[src/inc/pwcc_defs.vh]
`ifndef PWCC_DEFS_VH
`define PWCC_DEFS_VH

// ------------------------------------------------------------
// register byte offsets
// ------------------------------------------------------------
`define PWCC_OFS_CLKCTL   8'h00
`define PWCC_OFS_ANACTL   8'h04
`define PWCC_OFS_SVDCTL   8'h08
`define PWCC_OFS_ADCFLG   8'h0C
`define PWCC_OFS_STATUS   8'h10

// ------------------------------------------------------------
// field positions
// ------------------------------------------------------------
`define PWCC_CLK_SEL      0
`define PWCC_CLK_FOSC     1
`define PWCC_ANA_ADC      0
`define PWCC_ANA_MID0     1
`define PWCC_ANA_MID1     2
`define PWCC_ANA_VREF     3
`define PWCC_ANA_AMP0     4
`define PWCC_ANA_AMP1     5
`define PWCC_SVD_ON       0
`define PWCC_SVD_RES      1
`define PWCC_ADC_FLAG     0
`define PWCC_ADC_RST      1
`define PWCC_ST_FOSC_RDY  0
`define PWCC_ST_AMP0_RDY  1
`define PWCC_ST_AMP1_RDY  2
`define PWCC_ST_SVD_RDY   3
`define PWCC_ST_CPU_FAST  4

// ------------------------------------------------------------
// reset values and widths
// ------------------------------------------------------------
`define PWCC_CLK_RST      2'h0
`define PWCC_ANA_RST      6'h00
`define PWCC_CLK_W        2
`define PWCC_ANA_W        6
`define PWCC_ST_W         5
`define PWCC_CNT_W        20
`define PWCC_DATA_ZERO    32'h00000000

// ------------------------------------------------------------
// timing
// ------------------------------------------------------------
`define PWCC_PCLK_MHZ     125
`define PWCC_FOSC_STAB_US 5000
`define PWCC_AMP_STAB_US  3000
`define PWCC_SVD_STAB_US  100

`endif

[src/core/pwcc_settle_timer.v]
`timescale 1ns/1ns
`include "pwcc_defs.vh"

module pwcc_settle_timer #(
    parameter [`PWCC_CNT_W-1:0] CYCLES = 20'h00001
) (
    // clock and reset
    input  wire                   pclk,
    input  wire                   presetn,
    // control
    input  wire                   run,
    // status
    output reg                    done_r
);

    reg [`PWCC_CNT_W-1:0] cnt_r;

    // restarts from zero whenever the circuit is switched off
    always @(posedge pclk or negedge presetn)
    begin
        if (!presetn)
        begin
            cnt_r  <= 20'h00000;
            done_r <= 1'b0;
        end
        else if (!run)
        begin
            cnt_r  <= 20'h00000;
            done_r <= 1'b0;
        end
        else if (!done_r)
        begin
            cnt_r  <= cnt_r + 20'h00001;
            done_r <= (cnt_r + 20'h00001 >= CYCLES);
        end
    end

endmodule // pwcc_settle_timer

[src/core/pwcc_power_clock.v]
// Added by the designer: the APB register port and the placing of the registers.
`timescale 1ns/1ns
`include "pwcc_defs.vh"

// Behaviour
// - reset leaves cpu clock select at 0, slow oscillator drives the cpu
// - reset leaves fast oscillator enable at 0, oscillator stopped
// - reset clears adc power, reference and both mid-potential enables
// - reset clears both amplifier enables
// - reset clears the supply detector enable
// - detector result needs no extra delay when running from the slow clock
// - adc reset or power-off may set its flag; reading clears the flag
module pwcc_power_clock #(
    parameter FOSC_STAB_CYC = `PWCC_FOSC_STAB_US * `PWCC_PCLK_MHZ,
    parameter AMP_STAB_CYC  = `PWCC_AMP_STAB_US * `PWCC_PCLK_MHZ,
    parameter SVD_STAB_CYC  = `PWCC_SVD_STAB_US * `PWCC_PCLK_MHZ
) (
    // apb clock and reset
    input  wire        pclk,
    input  wire        presetn,
    // apb slave
    input  wire        psel,
    input  wire        penable,
    input  wire        pwrite,
    input  wire [7:0]  paddr,
    input  wire [31:0] pwdata,
    output reg  [31:0] prdata,
    output reg         pready,
    output reg         pslverr,
    // analog status inputs from detector and converter
    input  wire        supply_detect_level,
    input  wire        adc_irq_event,
    // clock controls
    output reg         cpu_clock_select,
    output reg         fast_osc_enable,
    // analog power controls
    output reg         adc_power_on,
    output reg         adc_reset_pulse,
    output reg         mid_potential_gen_on_0,
    output reg         mid_potential_gen_on_1,
    output reg         ref_voltage_gen_on,
    output reg         amplifier_on_0,
    output reg         amplifier_on_1,
    output reg         supply_detect_on,
    // flags
    output reg         supply_detect_result,
    output reg         adc_irq_flag
);

    // ------------------------------------------------------------
    // bus decode
    // ------------------------------------------------------------
    wire setup_ph  = psel & ~penable;
    wire access_ok = psel & penable & pready;
    wire wr_en     = access_ok & pwrite & ~pslverr;
    wire rd_en     = access_ok & ~pwrite & ~pslverr;
    // pslverr is registered alongside pready, so a refused write
    // never reaches the register processes through wr_en

    wire hit_clk = (paddr == `PWCC_OFS_CLKCTL);
    wire hit_ana = (paddr == `PWCC_OFS_ANACTL);
    wire hit_svd = (paddr == `PWCC_OFS_SVDCTL);
    wire hit_adc = (paddr == `PWCC_OFS_ADCFLG);
    wire hit_st  = (paddr == `PWCC_OFS_STATUS);
    wire mapped  = hit_clk | hit_ana | hit_svd | hit_adc | hit_st;

    // ------------------------------------------------------------
    // settle timers
    // ------------------------------------------------------------
    wire fosc_rdy;
    wire amp0_rdy;
    wire amp1_rdy;
    wire svd_rdy;

    // counts restart whenever an enable drops, so a quick off/on
    // never reports a half-settled circuit as ready

    // fast oscillator stabilisation window
    pwcc_settle_timer #(
        .CYCLES (FOSC_STAB_CYC[`PWCC_CNT_W-1:0])
    ) u_fosc_tmr (
        .pclk    (pclk),
        .presetn (presetn),
        .run     (fast_osc_enable),
        .done_r  (fosc_rdy)
    );

    // amplifier 0 settling
    pwcc_settle_timer #(
        .CYCLES (AMP_STAB_CYC[`PWCC_CNT_W-1:0])
    ) u_amp0_tmr (
        .pclk    (pclk),
        .presetn (presetn),
        .run     (amplifier_on_0),
        .done_r  (amp0_rdy)
    );

    // amplifier 1 settling
    pwcc_settle_timer #(
        .CYCLES (AMP_STAB_CYC[`PWCC_CNT_W-1:0])
    ) u_amp1_tmr (
        .pclk    (pclk),
        .presetn (presetn),
        .run     (amplifier_on_1),
        .done_r  (amp1_rdy)
    );

    // detector response time
    pwcc_settle_timer #(
        .CYCLES (SVD_STAB_CYC[`PWCC_CNT_W-1:0])
    ) u_svd_tmr (
        .pclk    (pclk),
        .presetn (presetn),
        .run     (supply_detect_on),
        .done_r  (svd_rdy)
    );

    // ------------------------------------------------------------
    // status word
    // ------------------------------------------------------------
    // readiness is only reported: nothing here stops an early
    // clock switch or amplifier use, that stays with software
    wire [`PWCC_ST_W-1:0] status_word;

    assign status_word[`PWCC_ST_FOSC_RDY] = fosc_rdy;
    assign status_word[`PWCC_ST_AMP0_RDY] = amp0_rdy;
    assign status_word[`PWCC_ST_AMP1_RDY] = amp1_rdy;
    assign status_word[`PWCC_ST_SVD_RDY]  = svd_rdy;
    assign status_word[`PWCC_ST_CPU_FAST] = cpu_clock_select;

    // ------------------------------------------------------------
    // read mux
    // ------------------------------------------------------------
    reg [31:0] rd_nxt;

    always @*
    begin
        // reserved bits read as zero
        rd_nxt = `PWCC_DATA_ZERO;
        if (hit_clk)
        begin
            rd_nxt[`PWCC_CLK_SEL]  = cpu_clock_select;
            rd_nxt[`PWCC_CLK_FOSC] = fast_osc_enable;
        end
        else if (hit_ana)
        begin
            rd_nxt[`PWCC_ANA_ADC]  = adc_power_on;
            rd_nxt[`PWCC_ANA_MID0] = mid_potential_gen_on_0;
            rd_nxt[`PWCC_ANA_MID1] = mid_potential_gen_on_1;
            rd_nxt[`PWCC_ANA_VREF] = ref_voltage_gen_on;
            rd_nxt[`PWCC_ANA_AMP0] = amplifier_on_0;
            rd_nxt[`PWCC_ANA_AMP1] = amplifier_on_1;
        end
        else if (hit_svd)
        begin
            rd_nxt[`PWCC_SVD_ON]  = supply_detect_on;
            rd_nxt[`PWCC_SVD_RES] = supply_detect_result;
        end
        else if (hit_adc)
        begin
            rd_nxt[`PWCC_ADC_FLAG] = adc_irq_flag;
        end
        else if (hit_st)
        begin
            rd_nxt[`PWCC_ST_W-1:0] = status_word;
        end
    end

    // ------------------------------------------------------------
    // bus handshake
    // ------------------------------------------------------------
    // no wait state: setup edge loads data and raises pready
    always @(posedge pclk or negedge presetn)
    begin
        if (!presetn)
        begin
            pready  <= 1'b0;
            pslverr <= 1'b0;
            prdata  <= `PWCC_DATA_ZERO;
        end
        else if (setup_ph)
        begin
            pready  <= 1'b1;
            pslverr <= ~mapped;
            prdata  <= pwrite ? `PWCC_DATA_ZERO : rd_nxt;
        end
        else
        begin
            pready  <= 1'b0;
            pslverr <= 1'b0;
            prdata  <= `PWCC_DATA_ZERO;
        end
    end

    // ------------------------------------------------------------
    // clock control
    // ------------------------------------------------------------
    // slow clock, fast oscillator stopped
    always @(posedge pclk or negedge presetn)
    begin
        if (!presetn)
        begin
            cpu_clock_select <= 1'b0;
            fast_osc_enable  <= 1'b0;
        end
        else if (wr_en && hit_clk)
        begin
            // no guard against selecting a cold oscillator; glitch-free
            // handover of the cpu clock lives outside this block
            // bits steer the mux and oscillator directly
            cpu_clock_select <= pwdata[`PWCC_CLK_SEL];
            fast_osc_enable  <= pwdata[`PWCC_CLK_FOSC];
        end
    end

    // ------------------------------------------------------------
    // analog power control
    // ------------------------------------------------------------
    wire adc_off_evt = wr_en & hit_ana & adc_power_on & ~pwdata[`PWCC_ANA_ADC];
    wire adc_rst_evt = wr_en & hit_adc & pwdata[`PWCC_ADC_RST];

    always @(posedge pclk or negedge presetn)
    begin
        if (!presetn)
        begin
            adc_power_on           <= 1'b0;
            mid_potential_gen_on_0 <= 1'b0;
            mid_potential_gen_on_1 <= 1'b0;
            ref_voltage_gen_on     <= 1'b0;
            amplifier_on_0         <= 1'b0;
            amplifier_on_1         <= 1'b0;
        end
        else if (wr_en && hit_ana)
        begin
            adc_power_on           <= pwdata[`PWCC_ANA_ADC];
            mid_potential_gen_on_0 <= pwdata[`PWCC_ANA_MID0];
            mid_potential_gen_on_1 <= pwdata[`PWCC_ANA_MID1];
            ref_voltage_gen_on     <= pwdata[`PWCC_ANA_VREF];
            amplifier_on_0         <= pwdata[`PWCC_ANA_AMP0];
            amplifier_on_1         <= pwdata[`PWCC_ANA_AMP1];
        end
    end

    // one-cycle converter reset strobe
    always @(posedge pclk or negedge presetn)
    begin
        if (!presetn)
            adc_reset_pulse <= 1'b0;
        else
            adc_reset_pulse <= adc_rst_evt;
    end

    // ------------------------------------------------------------
    // converter interrupt factor flag
    // ------------------------------------------------------------
    wire flag_set = adc_irq_event | adc_off_evt | adc_rst_evt;
    wire flag_clr = rd_en & hit_adc;

    // set by converter event, reset or power-off, cleared by read; set wins
    always @(posedge pclk or negedge presetn)
    begin
        if (!presetn)
            adc_irq_flag <= 1'b0;
        else if (flag_set)
            adc_irq_flag <= 1'b1;
        else if (flag_clr)
            adc_irq_flag <= 1'b0;
    end

    // ------------------------------------------------------------
    // supply voltage detector
    // ------------------------------------------------------------
    // detector off after reset
    always @(posedge pclk or negedge presetn)
    begin
        if (!presetn)
            supply_detect_on <= 1'b0;
        else if (wr_en && hit_svd)
            supply_detect_on <= pwdata[`PWCC_SVD_ON];
    end

    wire svd_off_evt = wr_en & hit_svd & supply_detect_on & ~pwdata[`PWCC_SVD_ON];

    // result frozen on the on-to-off write
    // the comparator is sampled at the turn-off edge whatever the
    // settle state; status bit tells software whether it was ready
    always @(posedge pclk or negedge presetn)
    begin
        if (!presetn)
            supply_detect_result <= 1'b0;
        else if (svd_off_evt)
            supply_detect_result <= supply_detect_level;
    end

endmodule // pwcc_power_clock

[config.mk]
export PLATFORM = sky130hd
export DESIGN_NAME = pwcc_power_clock
export DESIGN_NICKNAME = d
export VERILOG_FILES = /design/src/core/pwcc_settle_timer.v /design/src/core/pwcc_power_clock.v
export VERILOG_INCLUDE_DIRS = /design/src /design/src/inc
export SDC_FILE = /design/constraint.sdc
export NUM_CORES = 1
export LEC_CHECK = 0
export ABC_AREA = 1
export BUFFER_PORTS_ARGS = -buffer_cell sky130_fd_sc_hd__buf_2
export CAP_MARGIN = 40
export CORE_ASPECT_RATIO = 2
export CORE_MARGIN = 5
export CORE_UTILIZATION = 55
export CTS_CLUSTER_DIAMETER = 60
export CTS_CLUSTER_SIZE = 20
export DETAILED_ROUTE_END_ITERATION = 6
export GPL_ROUTABILITY_DRIVEN = 0
export PLACE_DENSITY = 0.82
export SYNTH_ARGS = -nofsm -noshare
export SYNTH_HDL_FRONTEND = slang
export SYNTH_HIERARCHICAL = 1
export SYNTH_SLANG_ARGS = --single-unit
[constraint.sdc]
create_clock -name pclk -period 1.9 [get_ports pclk]
set_input_delay 0.095 -clock pclk [delete_from_list [all_inputs] [get_ports pclk]]
set_output_delay 0.095 -clock pclk [all_outputs]
set_load 0.01 [all_outputs]
Yosys cells after proc, flatten, opt, wreduce, memory -nomap -nowiden
Cells that the tools add are included.

storage, ports and cells
  word-level logic and storage cells = 102
  bits of input ports = 47
  bits in registers = 130
  output and inout port bits = 46

cells by class
  bitwise operators = 27
  add/sub/neg operators = 4
  equal/unequal tests = 8
  muxes and demuxes = 31
  reductions and logical operators = 5
  order comparisons = 4

operators with widths
  kind                   number
  $mux 20                8
  $add 20x1->20 const B  4
  $ge 20x19->1 const B   2
  $ge 20x14->1 const B   1
  $ge 20x20->1 const B   1
  $and 1x1->1            16
  $eq 8x4->1 const B     2
  $mux 1                 14
  $mux 6                 2
  $mux 5                 2
  $eq 8x3->1 const B     1
  $eq 8x5->1 const B     1
  $logic_not 8->1        1
  $mux 4                 2
  $ne 2x2->1 const B     4
  $or 1x1->1             6
  $not 1->1              5
  $mux 2                 2
  $logic_and 1x1->1      3
  $mux 3                 1
  $reduce_bool 2->1      1

Logic depth before layout (Yosys ltp)
  depth in word-level cells = 10
  mapped depth = 13
  depth with buffers taken out = 13

Hierarchy
The synthesis kept the hierarchy.

by module, submodules not included
  module                               seq. area each (um^2)  instances  cells each  area each (um^2)
  pwcc_settle_timer at u_amp0_tmr ...  525.5                  2          213         1418.9
  pwcc_settle_timer at u_fosc_tmr      525.5                  1          211         1406.3
  pwcc_settle_timer at u_svd_tmr       525.5                  1          199         1336.3
  pwcc_power_clock                     500.5                  1          157         1237.4

Worst setup path before layout
OpenSTA, ideal clock, no wires.

  path kind = register to register
  start point = register u_fosc_tmr.cnt_r[1]
  end point = register u_fosc_tmr.done_r
  setup time = 0.122 ns
  data arrival time = 1.431 ns
  clock period less this slack = 1.552 ns
  required time = 1.778 ns
  slack = 0.348 ns
  stages on the path, launching flop included = 13
  path buffers = 0
  path through = dfrtp_1 > ha_1 > nand2_1 > nor2_4 > nand2_2 > nor2_4 > nand3_1 > nand2_1 > nand2_1 > nand2_1 > nand2_1 > nor2_1 > a21oi_1

between the ends
  cells in the longest elaborated chain, start to end = 4

ends and longest elaborated chain
  item                    line                    source
  from (decl)             pwcc_settle_timer.v:16  reg [`PWCC_CNT_W-1:0] cnt_r;
  from (signal assigned)  pwcc_settle_timer.v:33  cnt_r <= cnt_r + 20'h00001;
  $add 20x1->20           pwcc_settle_timer.v:34  done_r <= (cnt_r + 20'h00001 >= CYCLES);
  $ge 20x20->1            pwcc_settle_timer.v:34
  $mux 1                  pwcc_settle_timer.v:31  else if (!done_r)
  $mux 1                  pwcc_settle_timer.v:26  else if (!run)
  to (signal assigned)    pwcc_settle_timer.v:34
  to (decl)               pwcc_settle_timer.v:13  output reg done_r

Every way passes these cells.
A chain may end at the register's enable or synchronous reset.

Final worst setup path
Ends and elaborated chain as after synthesis.

==> flow_summary.toml <==
[clock_tree]
cts_sinks = 104
clk-insertion-delay-late_ps = 350
cts_root_buf = "clkbuf_16"
htreeDepth = 3
clkTransAtPathRegs_ps = 80
clockBufferDepth = 2
cts_tree = "built"
cts_buffers = 9

[detailed_routing]
wl_mm = 17.3
initialDrtViolationCount = 414
drt_pass1_iterations = 5
wl_per_cell_um = 14.3
ant_nets = 0
num_vias = 6669
viasPerCell = 5.51
drt_drc_violations_left = 0

[placement]
io_buffer_count = 40
place_ws_ps = 89.9
dp_hpwl_mm = 13.0
dp_cells = 1182
placed_area_mm2 = 0.00717

[layout]
syn2layout_area_growth_pct = 12.7
drive_gt1_share_pct = 15.2
stdcell_area_mm2 = 0.00768
final_common_cell = "nand2_1"
finalNonFillerCells = 1210
antenna_cells = 0
nets = 1109
layout_common_cells = "315 x nand2_1, 124 x inv_1, 103 x dfrtp_1, 98 x nor2_1, 70 x nand3_1"

[synth]
yosysWarnings = 6
synth-seq-cells = 104
synth_area_per_cell_um2 = 6.87
synth_area_mm2 = 0.00682
synth_cell_type_count = 33
ys_seq_area_share_pct = 38.2
netlist_instances = 993

[flow_run]
cap_violations = 0

[critical_path]
endpoint_kind = "flop"
path_max_fanout = 4
critPathArrivalTime_ps = 2050
crit_type = "flop to flop"
cp_data_required_time_ps = 2160
cp-start-kind = "flop"

[global_route]
grtUsageTotal_pct = 24.0
grt_pass1_vias = 6467
overflow = 0
grt_start_max_net_pins = 38
antenna_found_initial = 0
grt_first_pass_wirelength_mm = 28.4

[timing]
finalClockSkew_ps = 9.63
worst_pin_slew_ps = 531
fin_ws_ps = 111
fmax_mhz = 559
setup_viol = 0
finalSetupTns_ps = 0
hold_violations = 0
rsz0062_at_grt = "yes"
period_needed_ps = 1790
slew_headroom_pct = 64.4
fin_crit_sh_pct = 94.2
slew_violations = 0

[floorplanning]
num_rows = 57
floorplan.initialDensity_pct = 55.9
coreArea_mm2 = 0.0122
dieWidth_um = 88.7
die_h_um = 167
dieArea_mm2 = 0.0149
ioPinCount = 93

[power_and_ir_drop]
ir_worst_vdd_mv = 0.527
p_leak_nw = 3.41
powerDensity_mw_per_mm2 = 544

[run_status]
status = "completed"

[worst_hold_path]
hp-class = "input port to flop"
[cells in the mapped netlist]
| cell type | instances | area, um^2 |
|---|---|---|
| xor2_1 | 6 | 52.6 |
| nand4_1 | 18 | 113 |
| buf_4 | 26 | 195 |
| inv_1 | 124 | 465 |
| o21ai_1 | 11 | 55.1 |
| a21oi_1 | 11 | 55.1 |
| nor2_1 | 105 | 394 |
| clkbuf_1 | 8 | 30.0 |
| nor2_8 | 1 | 20.0 |
| conb_1 | 1 | 3.75 |
| nand2_4 | 3 | 33.8 |
| and2_1 | 5 | 31.3 |
| nor2_4 | 19 | 214 |
| o21ai_2 | 2 | 17.5 |
| a21oi_2 | 3 | 26.3 |
| a22o_1 | 1 | 8.76 |
| ha_1 | 4 | 50.1 |
| o22ai_1 | 41 | 257 |
| nand3_2 | 4 | 40.0 |
| nand3b_4 | 1 | 20.0 |
| dfrtp_1 | 104 | 2600 |
| o221ai_1 | 1 | 8.76 |
| or2_2 | 2 | 12.5 |
| inv_4 | 2 | 12.5 |
| nand2_1 | 318 | 1190 |
| clkinv_1 | 1 | 3.75 |
| nor2_2 | 12 | 75.1 |
| nand2_2 | 20 | 125 |
| nand3_1 | 73 | 365 |
| o21ai_0 | 52 | 260 |
| o21bai_1 | 4 | 30.0 |
| inv_2 | 3 | 11.3 |
| nor3_1 | 7 | 35.0 |
[registers in the layout, summed over array words and instances (netlist names), 6 cells and up]
name / cells
u_amp1_tmr/cnt_r: 20
u_amp0_tmr/cnt_r: 20
u_svd_tmr/cnt_r: 20
u_fosc_tmr/cnt_r: 20
prdata: 6
[stage by stage]
stage	hold slack, ps	total power [W]	util (%)
6_report	79.2	0.00418	63.0
5_1_grt	74.8	0.00435	63.0
4_1_cts	82.0	0.00423	61.9
3_5_place_dp	102	0.00241	58.8
3_3_place_gp	101	0.00241	58.8
2_1_floorplan	-201	0.00236	-
[worst paths after layout]
path / start / to / slack [ps] / cells after the start
worst max-delay path: u_fosc_tmr/cnt_r[1] / u_fosc_tmr/done_r / 110 / 9
worst min-delay path: pwdata[1] / mid_potential_gen_on_0 / 80 / 3
worst max register to register: u_fosc_tmr/cnt_r[1] / u_fosc_tmr/done_r / 110 / 9
worst min register to register: mid_potential_gen_on_0 / mid_potential_gen_on_0 / 530 / 2
max in group asynchronous: presetn / u_amp1_tmr/cnt_r[16] / 960 / 3
min in group asynchronous: presetn / u_amp1_tmr/cnt_r[14] / 280 / 2
[report_power, final]
group          total (W)  leakage (nW)  switching, W  internal [W]
Combinational   0.000164          1.83      0.000114     0.0000496
Sequential       0.00222          1.44    0.00000294       0.00221
Clock            0.00180         0.143      0.000881      0.000918
Total            0.00418          3.41      0.000998       0.00318
[cells by family (layout without fill, tap and decap cells)]
group | count (synthesis) | after routing | share of synthesized area, %
flops | 104 | 104 | 38.2
fa+ha+maj | 4 | 4 | 0.734
compound gates | 126 | 126 | 10.5
buf+inv | 164 | 209 | 10.5
xor+xnor | 6 | 6 | 0.771
other cells | 1 | 26 | 0.0550
simple gates | 588 | 588 | 39.2
[layer usage]
layer	GRT usage (%)	vias to the layer above	share of wire, %
met5	0	-	0
met4	12.8	0	5.0
met3	4.33	67	4.9
met2	42.4	216	53
met1	26.1	3120	37
li1	-	3266	-
[repair_timing]
action	4_1_cts	5_1_grt
hold endpoints to repair	40	0
hold buffers	9	0
endpoints found under the setup margin	0	4
gates resized for setup	0	31
buffers inserted	0	3
[final cells by class]
| class | instances | area (um^2) |
|---|---|---|
| flip-flops and latches | 104 | 2600 |
| well taps | 147 | 184 |
| multi-input cells | 750 | 3710 |
| clock inverters | 7 | 60.1 |
| inverters | 130 | 493 |
| repair buffers | 63 | 410 |
| clock buffers | 9 | 225 |
| fillers | 1081 | 4510 |
[critical path: stages, from the launching register on]
cell     delay (ps)
dfrtp_1         440
ha_4            170
nand3_1         140
nor2_1          220
nand4_1         110
nand2_1         100
nand3_1         140
nor2_1          140
nand3_1          80
a21oi_1         170
(Power assumes the default switching activity.)
